### src/inc/srb_pkg.sv
// Package: opcodes, flag layout and operation codes for the shift unit
package srb_pkg;

  localparam logic [7:0] OP_ROT_LEFT       = 8'h23;
  localparam logic [7:0] OP_ROT_LEFT_CARRY = 8'h33;
  localparam logic [7:0] OP_ROT_RIGHT      = 8'h03;
  localparam logic [7:0] OP_ROT_RIGHT_CARRY = 8'h13;
  localparam logic [7:0] OP_SET_BIT_LEGACY = 8'hD2;
  localparam logic [7:0] OP_SET_CARRY      = 8'hD3;
  localparam logic [7:0] OP_SHORT_JUMP     = 8'h80;
  localparam logic [7:0] OP_ESCAPE         = 8'hA5;
  localparam logic [7:0] OP_EXT_BIT        = 8'hA9;
  localparam logic [3:0] OP_EXT_SET_HI     = 4'hD;
  localparam logic [7:0] OP_SHL            = 8'h3E;
  localparam logic [7:0] OP_SAR            = 8'h0E;
  localparam logic [7:0] OP_SHR_WORD       = 8'h1E;
  localparam logic [7:0] OP_SHR_BYTE       = 8'hD2;
  localparam logic [3:0] SUB_BYTE          = 4'h0;
  localparam logic [3:0] SUB_WORD          = 4'h4;
  localparam logic [15:0] PC_STEP_JUMP     = 16'h0002;
  localparam logic [7:0]  ACC_RESET        = 8'h00;
  localparam logic [15:0] PC_RESET         = 16'h0000;

  typedef struct packed {
    logic carry;
    logic sign;
    logic zero;
  } srb_flags_s;

  typedef struct packed {
    logic        valid;
    logic [7:0]  op0;
    logic [7:0]  op1;
    logic [7:0]  op2;
    logic [7:0]  op3;
  } srb_instr_s;

endpackage : srb_pkg

### src/logic/srb_unit.sv
// Shift, rotate, set-bit and short-jump execution datapath
`timescale 1ns/1ns
// Operation
// - Rotate-left moves accumulator bit 7 to bit 0; carry unchanged.
// - Rotate-left-carry moves bit 7 to carry, old carry to bit 0.
// - Rotate-right moves accumulator bit 0 to bit 7; carry unchanged.
// - Rotate-right-carry moves bit 0 to carry, old carry to bit 7.
// - Set-bit forces carry or an addressed bit to one.
// - Set-bit touches no flag except carry when carry is operand.
// - Set-bit encodings are legacy D2, carry D3, extended A9 D0-D7.
// - In binary mode extended forms need the A5 escape byte first.
// - Short jump adds sign-extended displacement to PC plus two.
// - Jump reach is -128 to +127 around the advanced counter.
// - Left logical shift fills zero, msb shifted out goes to carry.
// - Arithmetic right shift keeps msb, lsb goes to carry.
// - Logical right shift loads zero msb, lsb goes to carry.
// - Shifts update carry, sign, zero for byte and word forms.
module srb_unit #(
  parameter int DATA_W = 8,
  parameter int WORD_W = 16
) (
  input  wire logic               clk_in,
  input  wire logic               srst_in,
  input  wire srb_pkg::srb_instr_s instr_in,
  input  wire logic               binary_mode_in,
  input  wire logic [DATA_W-1:0]  byte_reg_in,
  input  wire logic [WORD_W-1:0]  word_reg_in,
  input  wire logic [WORD_W-1:0]  pc_in,
  input  wire logic               carry_in,
  output logic [DATA_W-1:0]       acc_out,
  output logic [DATA_W-1:0]       byte_result_out,
  output logic                    byte_write_out,
  output logic [WORD_W-1:0]       word_result_out,
  output logic                    word_write_out,
  output logic [3:0]              reg_index_out,
  output logic [WORD_W-1:0]       pc_out,
  output logic                    pc_load_out,
  output logic [7:0]              bit_addr_out,
  output logic                    bit_set_out,
  output srb_pkg::srb_flags_s     flags_out,
  output logic                    illegal_out,
  output logic                    done_out
);

  // ****************************************************************
  // Decode and compute
  // ****************************************************************
  function automatic logic is_zero16(input logic [WORD_W-1:0] v);
    return v == '0;
  endfunction : is_zero16

  logic [DATA_W-1:0] acc;
  logic [DATA_W-1:0] next_acc;
  srb_pkg::srb_flags_s flags;
  srb_pkg::srb_flags_s next_flags;
  logic [DATA_W-1:0] next_byte_result;
  logic              next_byte_write;
  logic [WORD_W-1:0] next_word_result;
  logic              next_word_write;
  logic [3:0]        next_reg_index;
  logic [WORD_W-1:0] next_pc;
  logic              next_pc_load;
  logic [7:0]        next_bit_addr;
  logic              next_bit_set;
  logic              next_illegal;
  logic              next_done;
  logic              cur_carry;

  // Ops after the escape byte shift left by one byte
  logic              esc;
  logic [7:0]        e0;
  logic [7:0]        e1;
  logic [7:0]        e2;
  logic              ext_ok;

  always_comb begin
    esc = instr_in.op0 == srb_pkg::OP_ESCAPE;
    e0 = esc ? instr_in.op1 : instr_in.op0;
    e1 = esc ? instr_in.op2 : instr_in.op1;
    e2 = esc ? instr_in.op3 : instr_in.op2;
    // Binary mode demands the escape; source mode takes it bare
    ext_ok = binary_mode_in ? esc : !esc;
  end

  always_comb begin
    cur_carry = carry_in;
    next_acc = acc;
    next_flags = flags;
    next_byte_result = byte_result_out;
    next_byte_write = 1'b0;
    next_word_result = word_result_out;
    next_word_write = 1'b0;
    next_reg_index = reg_index_out;
    next_pc = pc_out;
    next_pc_load = 1'b0;
    next_bit_addr = bit_addr_out;
    next_bit_set = 1'b0;
    next_illegal = 1'b0;
    next_done = 1'b0;
    if (instr_in.valid) begin
      next_done = 1'b1;
      if (!esc) begin
        case (instr_in.op0)
          srb_pkg::OP_ROT_LEFT: begin
            next_acc = {acc[DATA_W-2:0], acc[DATA_W-1]};
          end
          srb_pkg::OP_ROT_LEFT_CARRY: begin
            next_acc = {acc[DATA_W-2:0], cur_carry};
            next_flags.carry = acc[DATA_W-1];
          end
          srb_pkg::OP_ROT_RIGHT: begin
            next_acc = {acc[0], acc[DATA_W-1:1]};
          end
          srb_pkg::OP_ROT_RIGHT_CARRY: begin
            next_acc = {cur_carry, acc[DATA_W-1:1]};
            next_flags.carry = acc[0];
          end
          srb_pkg::OP_SET_CARRY: begin
            next_flags.carry = 1'b1;
          end
          srb_pkg::OP_SET_BIT_LEGACY: begin
            // Legacy set-bit owns this opcode; the byte shift-right
            // printed with the same code is reached only with escape
            next_bit_addr = instr_in.op1;
            next_bit_set = 1'b1;
          end
          srb_pkg::OP_SHORT_JUMP: begin
            next_pc = pc_in + srb_pkg::PC_STEP_JUMP
                      + {{(WORD_W-8){instr_in.op1[7]}}, instr_in.op1};
            next_pc_load = 1'b1;
          end
          default: ;
        endcase
      end
      if (ext_ok || !esc) begin
        if (e0 == srb_pkg::OP_EXT_BIT && e1[7:4] == srb_pkg::OP_EXT_SET_HI
            && !e1[3] && ext_ok) begin
          next_bit_addr = e2;
          next_bit_set = 1'b1;
        end else if ((e0 == srb_pkg::OP_SHL || e0 == srb_pkg::OP_SAR
                     || e0 == srb_pkg::OP_SHR_WORD
                     || (esc && e0 == srb_pkg::OP_SHR_BYTE))
                     && ext_ok) begin
          next_reg_index = e1[7:4];
          if (e1[3:0] == srb_pkg::SUB_BYTE && e0 != srb_pkg::OP_SHR_WORD) begin
            case (e0)
              srb_pkg::OP_SHL: begin
                next_byte_result = {byte_reg_in[DATA_W-2:0], 1'b0};
                next_flags.carry = byte_reg_in[DATA_W-1];
              end
              srb_pkg::OP_SAR: begin
                next_byte_result = {byte_reg_in[DATA_W-1],
                                    byte_reg_in[DATA_W-1:1]};
                next_flags.carry = byte_reg_in[0];
              end
              default: begin
                next_byte_result = {1'b0, byte_reg_in[DATA_W-1:1]};
                next_flags.carry = byte_reg_in[0];
              end
            endcase
            next_byte_write = 1'b1;
            next_flags.sign = next_byte_result[DATA_W-1];
            next_flags.zero = next_byte_result == '0;
          end else if (e1[3:0] == srb_pkg::SUB_WORD
                       && e0 != srb_pkg::OP_SHR_BYTE) begin
            case (e0)
              srb_pkg::OP_SHL: begin
                next_word_result = {word_reg_in[WORD_W-2:0], 1'b0};
                next_flags.carry = word_reg_in[WORD_W-1];
              end
              srb_pkg::OP_SAR: begin
                next_word_result = {word_reg_in[WORD_W-1],
                                    word_reg_in[WORD_W-1:1]};
                next_flags.carry = word_reg_in[0];
              end
              default: begin
                next_word_result = {1'b0, word_reg_in[WORD_W-1:1]};
                next_flags.carry = word_reg_in[0];
              end
            endcase
            next_word_write = 1'b1;
            next_flags.sign = next_word_result[WORD_W-1];
            next_flags.zero = is_zero16(next_word_result);
          end else begin
            next_illegal = 1'b1;
          end
        end else if (!ext_ok && (e0 == srb_pkg::OP_EXT_BIT
                     || e0 == srb_pkg::OP_SHL || e0 == srb_pkg::OP_SAR
                     || e0 == srb_pkg::OP_SHR_WORD)) begin
          // Extended form seen bare in binary mode: refuse, do not run it
          next_illegal = 1'b1;
        end else if (esc) begin
          next_illegal = 1'b1;
        end
      end else begin
        next_illegal = 1'b1;
      end
      // Rotates drive sign and zero from the new accumulator
      if (!esc && (instr_in.op0 == srb_pkg::OP_ROT_LEFT
          || instr_in.op0 == srb_pkg::OP_ROT_LEFT_CARRY
          || instr_in.op0 == srb_pkg::OP_ROT_RIGHT
          || instr_in.op0 == srb_pkg::OP_ROT_RIGHT_CARRY)) begin
        next_flags.sign = next_acc[DATA_W-1];
        next_flags.zero = next_acc == '0;
      end
    end
  end

  // ****************************************************************
  // Registers
  // ****************************************************************
  always_ff @(posedge clk_in) begin
    if (srst_in) begin
      acc <= srb_pkg::ACC_RESET;
      flags <= '0;
      byte_result_out <= '0;
      byte_write_out <= 1'b0;
      word_result_out <= '0;
      word_write_out <= 1'b0;
      reg_index_out <= '0;
      pc_out <= srb_pkg::PC_RESET;
      pc_load_out <= 1'b0;
      bit_addr_out <= '0;
      bit_set_out <= 1'b0;
      illegal_out <= 1'b0;
      done_out <= 1'b0;
    end else begin
      acc <= next_acc;
      flags <= next_flags;
      byte_result_out <= next_byte_result;
      byte_write_out <= next_byte_write;
      word_result_out <= next_word_result;
      word_write_out <= next_word_write;
      reg_index_out <= next_reg_index;
      pc_out <= next_pc;
      pc_load_out <= next_pc_load;
      bit_addr_out <= next_bit_addr;
      bit_set_out <= next_bit_set;
      illegal_out <= next_illegal;
      done_out <= next_done;
    end
  end

  assign acc_out = acc;
  assign flags_out = flags;

  logic plain;
  assign plain = instr_in.valid && !esc;
endmodule : srb_unit

### config.mk
export PLATFORM = sky130hd
export DESIGN_NAME = srb_unit
export DESIGN_NICKNAME = d
export VERILOG_FILES = /design/src/inc/srb_pkg.sv /design/src/logic/srb_unit.sv
export SDC_FILE = /design/constraint.sdc
export NUM_CORES = 1
export LEC_CHECK = 0
export ABC_AREA = 0
export BUFFER_PORTS_ARGS = -buffer_cell sky130_fd_sc_hd__buf_2
export CORE_MARGIN = 8
export CORE_UTILIZATION = 35
export DETAILED_ROUTE_END_ITERATION = 10
export GPL_TIMING_DRIVEN = 0
export PLACE_DENSITY = 0.59
export SYNTH_ARGS = -nofsm -noshare
export SYNTH_HDL_FRONTEND = slang
export SYNTH_SLANG_ARGS = --single-unit
### constraint.sdc
create_clock -name clk_in -period 4.4 [get_ports clk_in]
set_input_delay 0.22 -clock clk_in [delete_from_list [all_inputs] [get_ports clk_in]]
set_output_delay 0.22 -clock clk_in [all_outputs]
set_load 0.02 [all_outputs]
== After elaboration in Yosys (flattened, before gate mapping) ==
Index checks and enable logic that the tools add are counted.
Widths: inputs -> output; s select.
Operators by class
  add/sub/neg operators: 2
  equal/unequal tests: 18
  multiplexer cells: 49
  bitwise operators: 6
  reductions and logical operators: 38
Operator list (count)
  $mux 8: 14
  $mux 16: 6
  $eq 8x8->1 const B: 6
  $pmux 16 s2: 1
  $pmux 8 s4: 1
  $eq 8x6->1 const B: 3
  $mux 1: 19
  $add 16x16->16: 1
  $add 16x2->16 const B: 1
  $eq 8x5->1 const B: 2
  $logic_not 16->1: 1
  $logic_not 8->1: 2
  $pmux 8 s2: 1
  $mux 3: 5
  $logic_or 1x1->1: 10
  $reduce_and 5->1: 2
  $logic_and 1x1->1: 9
  $eq 8x2->1 const B: 1
  $eq 8x4->1 const B: 1
  $ne 8x5->1 const B: 1
  $ne 8x8->1 const B: 1
  $not 1->1: 6
  $reduce_and 6->1: 1
  $reduce_or 6->1: 1
  other kinds (14): 17
Storage, ports and cells
  register bits: 69
  input port bits: 77
  output and inout bits: 69

== Depth between registers and ports, before layout ==
Gate-level depths: netlist of the first run.
  depth in word-level cells: 18
  mapped depth: 13
  gate-level depth less buffers: 13

== Least setup slack after synthesis of the first run ==
Ideal clock, no wire load.
  path type: input-to-reg
  start point: input instr_in[29] (netlist bit)
  end point: register bit_addr_out[0]
  arrival: 2.674 ns
  data required time: 4.305 ns
  setup slack: 1.630 ns
  cell stages on the path: 11
  cell sequence: buf_2 -> and4bb_2 -> nand2_2 -> inv_1 -> buf_2 -> buf_1 -> ha_1 -> nand2b_1 -> a2111oi_4 -> o21ai_2 -> a221oi_1
Between the ends
  cells in the longest elaborated chain, start to end: 8
  elaborated cells between the ends (all ways): 18
  those cells by class: eq/ne: 4; mux: 8; reduce/logical: 6
RTL lines
  from (decl): RTL line srb_unit.sv:24  | input wire srb_pkg::srb_instr_s instr_in,
  $eq 8x8->1: RTL line srb_unit.sv:77  | esc = instr_in.op0 == srb_pkg::OP_ESCAPE;
  $mux 8 (on tied branches): RTL line srb_unit.sv:78, srb_unit.sv:79
  $eq 8x8->1 / $eq 4x4->1 (equally long branches): RTL line srb_unit.sv:136  | if (e0 == srb_pkg::OP_EXT_BIT && e1[7:4] == srb_pkg::OP_EXT_SET_HI
  $logic_and 1x1->1: RTL line srb_unit.sv:136
  $logic_and 1x1->1 (2 in series): RTL line srb_unit.sv:137  | && !e1[3] && ext_ok) begin
  $mux 8: RTL line srb_unit.sv:136
  $mux 8 *: RTL line srb_unit.sv:135  | if (ext_ok || !esc) begin
  to (signal assigned): RTL line srb_unit.sv:237  | bit_addr_out <= next_bit_addr;
  to (decl): RTL line srb_unit.sv:38  | output logic [7:0] bit_addr_out,
Mark *: on every way between the ends. The rest lies on a longest branch, timed or not.
A chain may end at the register's enable or synchronous reset.

== Worst setup path in the final report of the first run ==
  start point: input instr_in[29] (netlist bit)
  end point: register bit_addr_out[4]
The elaborated chain is that of the path after synthesis.

==> flow_summary_export.csv, run 1 <==
group,metric,value,unit
global_routing,antenna_found_initial,2,
critical_path,cp_slowest_cell,"a2111oi_4",
critical_path,cpMostUsedCell,"buf_2",
placed_design,place_ws,0.782,ns
synth,synth_compound_area_share,22.6,%
detailed_routing,viasPerCell,5.42,
synth,synth_top_cell_area_share,29.2,%
critical_path,r2r_cells,7,
detailed_routing,drt_iter0_drc,251,
synth,synthArstFlopShare,0,%
floorplanning,core,0.0132,mm^2
global_routing,grt-ovfl-total,0,
synth,synth_edf_count,0,
pwr,power_frac_comb,16.3,%
pwr,intPower,1.25,mW
global_routing,grt_pass1_vias,5129,
clocking,cts.repair.resized,0,
synth,synthTopCellsByArea,"dfxtp_1 29%, ha_1 7.9%, mux2i_1 7.0%, nand2_1 6.0%, a21oi_1 4.5%",
placed_design,dpl.hpwl,12.7,mm
clocking,cts_setup_buffers,0,
synth,synth_fa_ha_area_share,8.36,%
layout,fill_cells,1357,
pwr,swShare,26.9,%
critical_path,required,4.65,ns
floorplanning,die_w,132,um
synth,synth_top_family_by_area,"simple AND/OR/NAND/NOR gates",
job,drv_cap,0,
clocking,numCtsBuffers,9,
sta,setup_violations,0,
detailed_routing,wirelength,16.0,mm
pwr,clockPowerShare,47.1,%
critical_path,critical_path.endpoint_type,"flip-flop",
placed_design,io_buffers,145,
synth,synth_cells,587,
floorplanning,dieArea,0.0175,mm^2
critical_path,critical_path_class,"in2reg",
detailed_routing,vias,5012,
sta,report.final.hold_viol_count,0,
clocking,cts_buffer_depth,2,
synth,yosys.area_share.simple,24.6,%
outcome,outcome,"finished clean",
clocking,cts_num_sinks,69,
pwr,p_leak,2.56,nW
critical_path,crit_fanout,10,
global_routing,grt_start_max_net_pins,14,
floorplanning,ios,146,
detailed_routing,first_pass_iters,4,
floorplanning,die_h,132,um
hold_path,min_path_cells,3,
clocking,insertion_delay,0.34,ns
synth,synth.area.mux_share,8.65,%
sta,setup_tns,0,ns
critical_path,path_cells,"buf_2 > buf_2 > and4bb_2 > nand2_2 > inv_1 > buf_2 > buf_1 > ha_1 > nand2b_1 > a2111oi_4 > o21ai_2 > a221oi_1",
layout,area_growth,26.9,%
synth,ys_ff_latch,69,
global_routing,grt_pass1_wl,26.3,mm
sta,tightest_slew,0.891,ns
clocking,clkTransAtPathRegs,0.06,ns
layout,final_layout_size_suffix_gt1_share,26.1,%
clocking,ctsHtreeMaxLevel,3,
placed_design,gp_congestion,0.911,
clocking,root_buffer,"clkbuf_16",
sta,drv_slew,0,
synth,synth.most_common_cell,"nand2_1",
clocking,postCtsHoldBufs,0,
sta,post-route-min-period,3.30,ns
layout,fin_nets,851,
sta,post-route-period-util,75.1,%
sta,skew,0.00182,ns
synth,avgSynthCellArea,8.06,um^2
pwr,ir_drop,0.000205,V
synth,netlist_area,0.00473,mm^2
hold_path,worstHoldPathType,"in2reg",
layout,n_antenna_cell,0,
synth,ys_dominant_reg_cell,"dfxtp_1",
synth,synth_cell_types,67,
global_routing,track_usage,18.4,%
floorplanning,rows,42,
sta,rsz0062_at_grt,"no",
pwr,power_density,285,mW/mm^2
pwr,switchingPower,460,uW
sta,relSlewSlack,39.8,%
clocking,cts_tree,"built",
synth,synth_area_leader_cell,"dfxtp_1",
pwr,pwr-share-seq,36.6,%
floorplanning,start_util,35.7,%
sta,fmax,303,MHz
synth,syn_nets,695,
synth,yosys_warnings,0,
sta,fin_ws,1.10,ns
detailed_routing,postRouteAntennaNets,0,
critical_path,cp-start-kind,"input pin",
critical_path,slowest_delay,0.73,ns
synth,synth.top_cells.by_count,"76 x nand2_1, 69 x dfxtp_1, 52 x nor2_1",
detailed_routing,wire_per_inst,17.4,um
critical_path,cp.arrival,3.55,ns
synth,synth-xor-area-share,1.67,%
synth,ys_seq_area_share,29.2,%
detailed_routing,drc,0,
==> cells by family after synthesis <==
group	count (synthesis)
AOI/OAI and AO/OA	148
xor gates and xnor gates	9
adders and majority gates	31
buffers and inverters	58
DFF	69
muxes	40
and+or+nand+nor	232
==> flip-flops by register name, indices dropped and copies added, names as in the netlist <==
name,flops
word_write_out,1
word_result_out,16
illegal_out,1
pc_load_out,1
flags_out,3
byte_result_out,8
done_out,1
acc_out,8
bit_addr_out,8
pc_out,16
reg_index_out,4
byte_write_out,1
bit_set_out,1
==> critical path, delay by kind of cell <==
family                     cells  cell delay, ns
AOI/OAI and AO/OA              3            1.30
adders and majority gates      1            0.26
buffers and inverters          5            1.13
and+or+nand+nor                3            0.64
==> layout by cell type, fill, tap and decap left out, types with 19 or more instances in the layout <==
cell / n
buf_2: 155
nand2_1: 76
dfxtp_1: 69
nor2_1: 52
a21oi_1: 43
mux2i_1: 33
ha_1: 30
inv_1: 28
a211oi_1: 22
nand3_1: 20
clkbuf_1: 19
==> path summary, 6_finish.rpt <==
kind / from / to / slack, ns
max: instr_in[29] / bit_addr_out[4]$_SDFFE_PP0P_ / 1.10
max reg2reg: acc_out[7]$_SDFFE_PP0P_ / flags_out[0]$_SDFFE_PP0P_ / 2.77
min: word_reg_in[1] / word_result_out[0]$_SDFFE_PP0P_ / 0.21
min reg2reg: byte_result_out[0]$_SDFFE_PP0P_ / byte_result_out[0]$_SDFFE_PP0P_ / 0.45
==> metrics by stage <==
| step | hold slack, ns | area, um^2 | power (mW) | util (%) | cells |
|---|---|---|---|---|---|
| floorplan | 0.372 | 4730 | 0.816 | - | 587 |
| global placement | 0.439 | 5680 | 0.912 | 42.9 | 908 |
| detailed placement | 0.444 | 5680 | 0.916 | 42.9 | 908 |
| CTS | 0.193 | 6000 | 1.73 | 45.3 | 924 |
| global route | 0.221 | 6000 | 1.80 | 45.3 | 924 |
| finish | 0.212 | 6000 | 1.71 | 45.3 | 924 |
==> routing by layer <==
layer	GRT usage, %	up-vias	share of wire [%]
met4	7.32	4	2.3
met5	0	-	0.14
met1	22.4	2321	45
li1	-	2469	-
met3	6.25	31	7.2
met2	29.2	187	45
==> area by class of cell <==
cell class	count	area [um^2]	area share, %
Tap cell	176	220	3.67
Timing Repair Buffer	145	726	12.1
Multi-Input combinational cell	460	3120	52.0
Sequential cell	69	1380	23.0
Clock buffer	11	243	4.04
Buffer	30	125	2.08
Clock inverter	5	83.8	1.40
Inverter	28	105	1.75
==> power by group through the flow <==
stage / clock, mW / sequential [mW] / combinational, mW
floorplan: 0 / 0.642 / 0.174
global placement: 0 / 0.640 / 0.272
detailed placement: 0 / 0.640 / 0.275
CTS: 0.824 / 0.627 / 0.277
global route: 0.858 / 0.626 / 0.311
finish: 0.808 / 0.627 / 0.279
No activity file was read; power rests on OpenSTA's default activity.
==> run 2: changes to the inputs <==
==> constraint.sdc (replaced) <==
create_clock -name clk_in -period 3.1 [get_ports clk_in]
set_input_delay 0.155 -clock clk_in [delete_from_list [all_inputs] [get_ports clk_in]]
set_output_delay 0.155 -clock clk_in [all_outputs]
set_load 0.02 [all_outputs]
==> run 2 against run 1 <==
Global-route usage barely moved; clock skew fell by 0.00074 ns; clock-buffer cell count stayed put; utilization up 0.12 points; highest routed layer unchanged; via count hardly changed; worst hold slack got worse by 0.065 ns; power rose by 42%; design area increased by 0.27%; critical endpoint is now flags_out[2]$_SDFFE_PP0P_; sequential share of layout area down 0.062 points; first-iteration DRC count is 24% higher.
==> flow_summary_export.csv, run 2 (same netlist as run 1, synthesis figures left out) <==
group,metric,value,unit
layout,layout_common_cells,"155 x buf_2, 76 x nand2_1, 69 x dfxtp_1",
floorplanning,die_w,132,um
global_routing,grt_start_max_net_pins,14,
critical_path,r2r_cells,7,
placed_design,place_ws,-0.453,ns
floorplanning,start_util,35.7,%
critical_path,critical_path.endpoint_type,"flip-flop",
floorplanning,ios,146,
sta,post-route-period-util,91.4,%
layout,n_antenna_cell,0,
global_routing,grt_pass1_wl,26.3,mm
pwr,ir_drop,0.000291,V
critical_path,cp.arrival,3.07,ns
layout,final_layout_size_suffix_gt1_share,26.4,%
sta,holdWs,0.148,ns
sta,skew,0.00108,ns
clocking,cts_num_sinks,69,
global_routing,track_usage,18.4,%
global_routing,grt_pass1_vias,5133,
critical_path,path_cells,"buf_2 > buf_2 > and4bb_2 > nand2_2 > inv_1 > buf_2 > clkbuf_2 > ha_1 > nand2b_1 > a2111o_1 > buf_2 > o32ai_1 > o31a_1",
job,drv_cap,0,
floorplanning,core,0.0132,mm^2
detailed_routing,drt_iter0_drc,312,
layout,top_regs,"pc_out (16), word_result_out (16)",
clocking,clkTransAtPathRegs,0.06,ns
pwr,power_density,404,mW/mm^2
sta,fmax,353,MHz
detailed_routing,postRouteAntennaNets,0,
sta,fin_ws,0.265,ns
critical_path,critical_path_class,"in2reg",
critical_path,r2r-start,"acc_out[7]$_SDFFE_PP0P_",
layout,final_common_cell,"buf_2",
clocking,insertion_delay,0.34,ns
floorplanning,rows,42,
clocking,cts_buffer_depth,2,
critical_path,critPathCapture,"flags_out[2]$_SDFFE_PP0P_",
detailed_routing,viasPerCell,5.41,
critical_path,slowest_delay,0.33,ns
critical_path,r2r-end,"flags_out[0]$_SDFFE_PP0P_",
detailed_routing,wire_per_inst,17.3,um
global_routing,grt-ovfl-total,0,
sta,post-route-min-period,2.83,ns
clocking,numCtsBuffers,9,
clocking,root_buffer,"clkbuf_16",
critical_path,crit_fanout,10,
clocking,cts_tree,"built",
critical_path,critPathLaunch,"instr_in[29]",
critical_path,cpMostUsedCell,"buf_2",
detailed_routing,drc,0,
critical_path,required,3.33,ns
pwr,p_leak,2.57,nW
hold_path,worstHoldPathType,"in2reg",
layout,fin_nets,853,
global_routing,antenna_found_initial,2,
sta,relSlewSlack,39.6,%
placed_design,io_buffers,145,
sta,setup_violations,0,
detailed_routing,first_pass_iters,5,
detailed_routing,vias,5013,
placed_design,dpl.hpwl,12.7,mm
outcome,outcome,"finished clean",
floorplanning,dieArea,0.0175,mm^2
placed_design,gp_congestion,0.911,
sta,report.final.hold_viol_count,0,
detailed_routing,wirelength,16.1,mm
layout,area_growth,27.2,%
critical_path,cp-start-kind,"input pin",
critical_path,regToRegSetupSlack,1.46,ns
sta,drv_slew,0,
sta,rsz0062_at_grt,"no",
floorplanning,die_h,132,um
sta,tightest_slew,0.893,ns
critical_path,cp_slowest_cell,"nand2b_1",
clocking,ctsHtreeMaxLevel,3,
[run 2: cell count changes in the layout (fill, tap and decap cells not counted)]
cell / before / now
buf_4: 0 / 2
buf_1: 2 / 1
clkbuf_2: 0 / 1
[run 2: worst max-delay path: cells and delay by family]
family	cells	cell delay, ns
AO/OA/AOI/OAI	3	0.59
adder cells (fa/ha/maj)	1	0.27
AND/OR/NAND/NOR	3	0.77
buffers and inverters	6	1.29
[run 2: repair_timing]
item	4_1_cts	5_1_grt
setup buffers	0	2
endpoints found under the hold margin	0	0
pin swaps	1	1
setup endpoints to repair	8	22
hold buffers	0	0
resized for setup	0	1
gates cloned	0	0
[run 2: worst min path at each step]
stage	depth (start not counted)	endpoint	from
after floorplan	2	acc_out[1]$_SDFFE_PP0P_	instr_in[32]
after global placement	2	pc_out[7]$_SDFFE_PP0P_	pc_out[7]$_SDFFE_PP0P_
after detailed placement	2	reg_index_out[0]$_SDFFE_PP0P_	reg_index_out[0]$_SDFFE_PP0P_
after CTS	3	word_result_out[0]$_SDFFE_PP0P_	word_reg_in[1]
after global routing	3	word_result_out[0]$_SDFFE_PP0P_	word_reg_in[1]
final	3	word_result_out[0]$_SDFFE_PP0P_	word_reg_in[1]
[run 2: layout make-up]
class | instances | area (um^2)
Timing Repair Buffer | 147 | 741
Clock buffer | 11 | 243
Sequential cell | 69 | 1380
Buffer | 30 | 126
Multi-Input combinational cell | 460 | 3120
Inverter | 28 | 105
Fill cell | 1356 | 7220
Clock inverter | 5 | 83.8
Tap cell | 176 | 220
[run 2: power by group]
group	internal, mW	leakage [nW]	switching, mW
clock	0.728	0.152	0.416
combinational	0.162	1.87	0.233
sequential	0.889	0.556	0.000840
[run 2: stage by stage]
stage | instances | util, % | cell area, um^2 | TNS (ns) | total power [mW]
2_1_floorplan | 587 | - | 4730 | 0 | 1.16
3_3_place_gp | 908 | 42.9 | 5680 | -5.72 | 1.30
3_5_place_dp | 908 | 42.9 | 5680 | -5.98 | 1.30
4_1_cts | 924 | 45.3 | 6000 | 0 | 2.45
5_1_grt | 926 | 45.5 | 6020 | 0 | 2.55
6_report | 926 | 45.5 | 6020 | 0 | 2.43
[run 2: layer usage]
| layer | routed length [um] | up-vias | track usage (%) |
|---|---|---|---|
| li1 | - | 2476 | - |
| met1 | 7260 | 2303 | 22.3 |
| met2 | 7240 | 197 | 29.1 |
| met3 | 1160 | 33 | 6.40 |
| met4 | 376 | 4 | 7.44 |
| met5 | 23 | - | 0 |
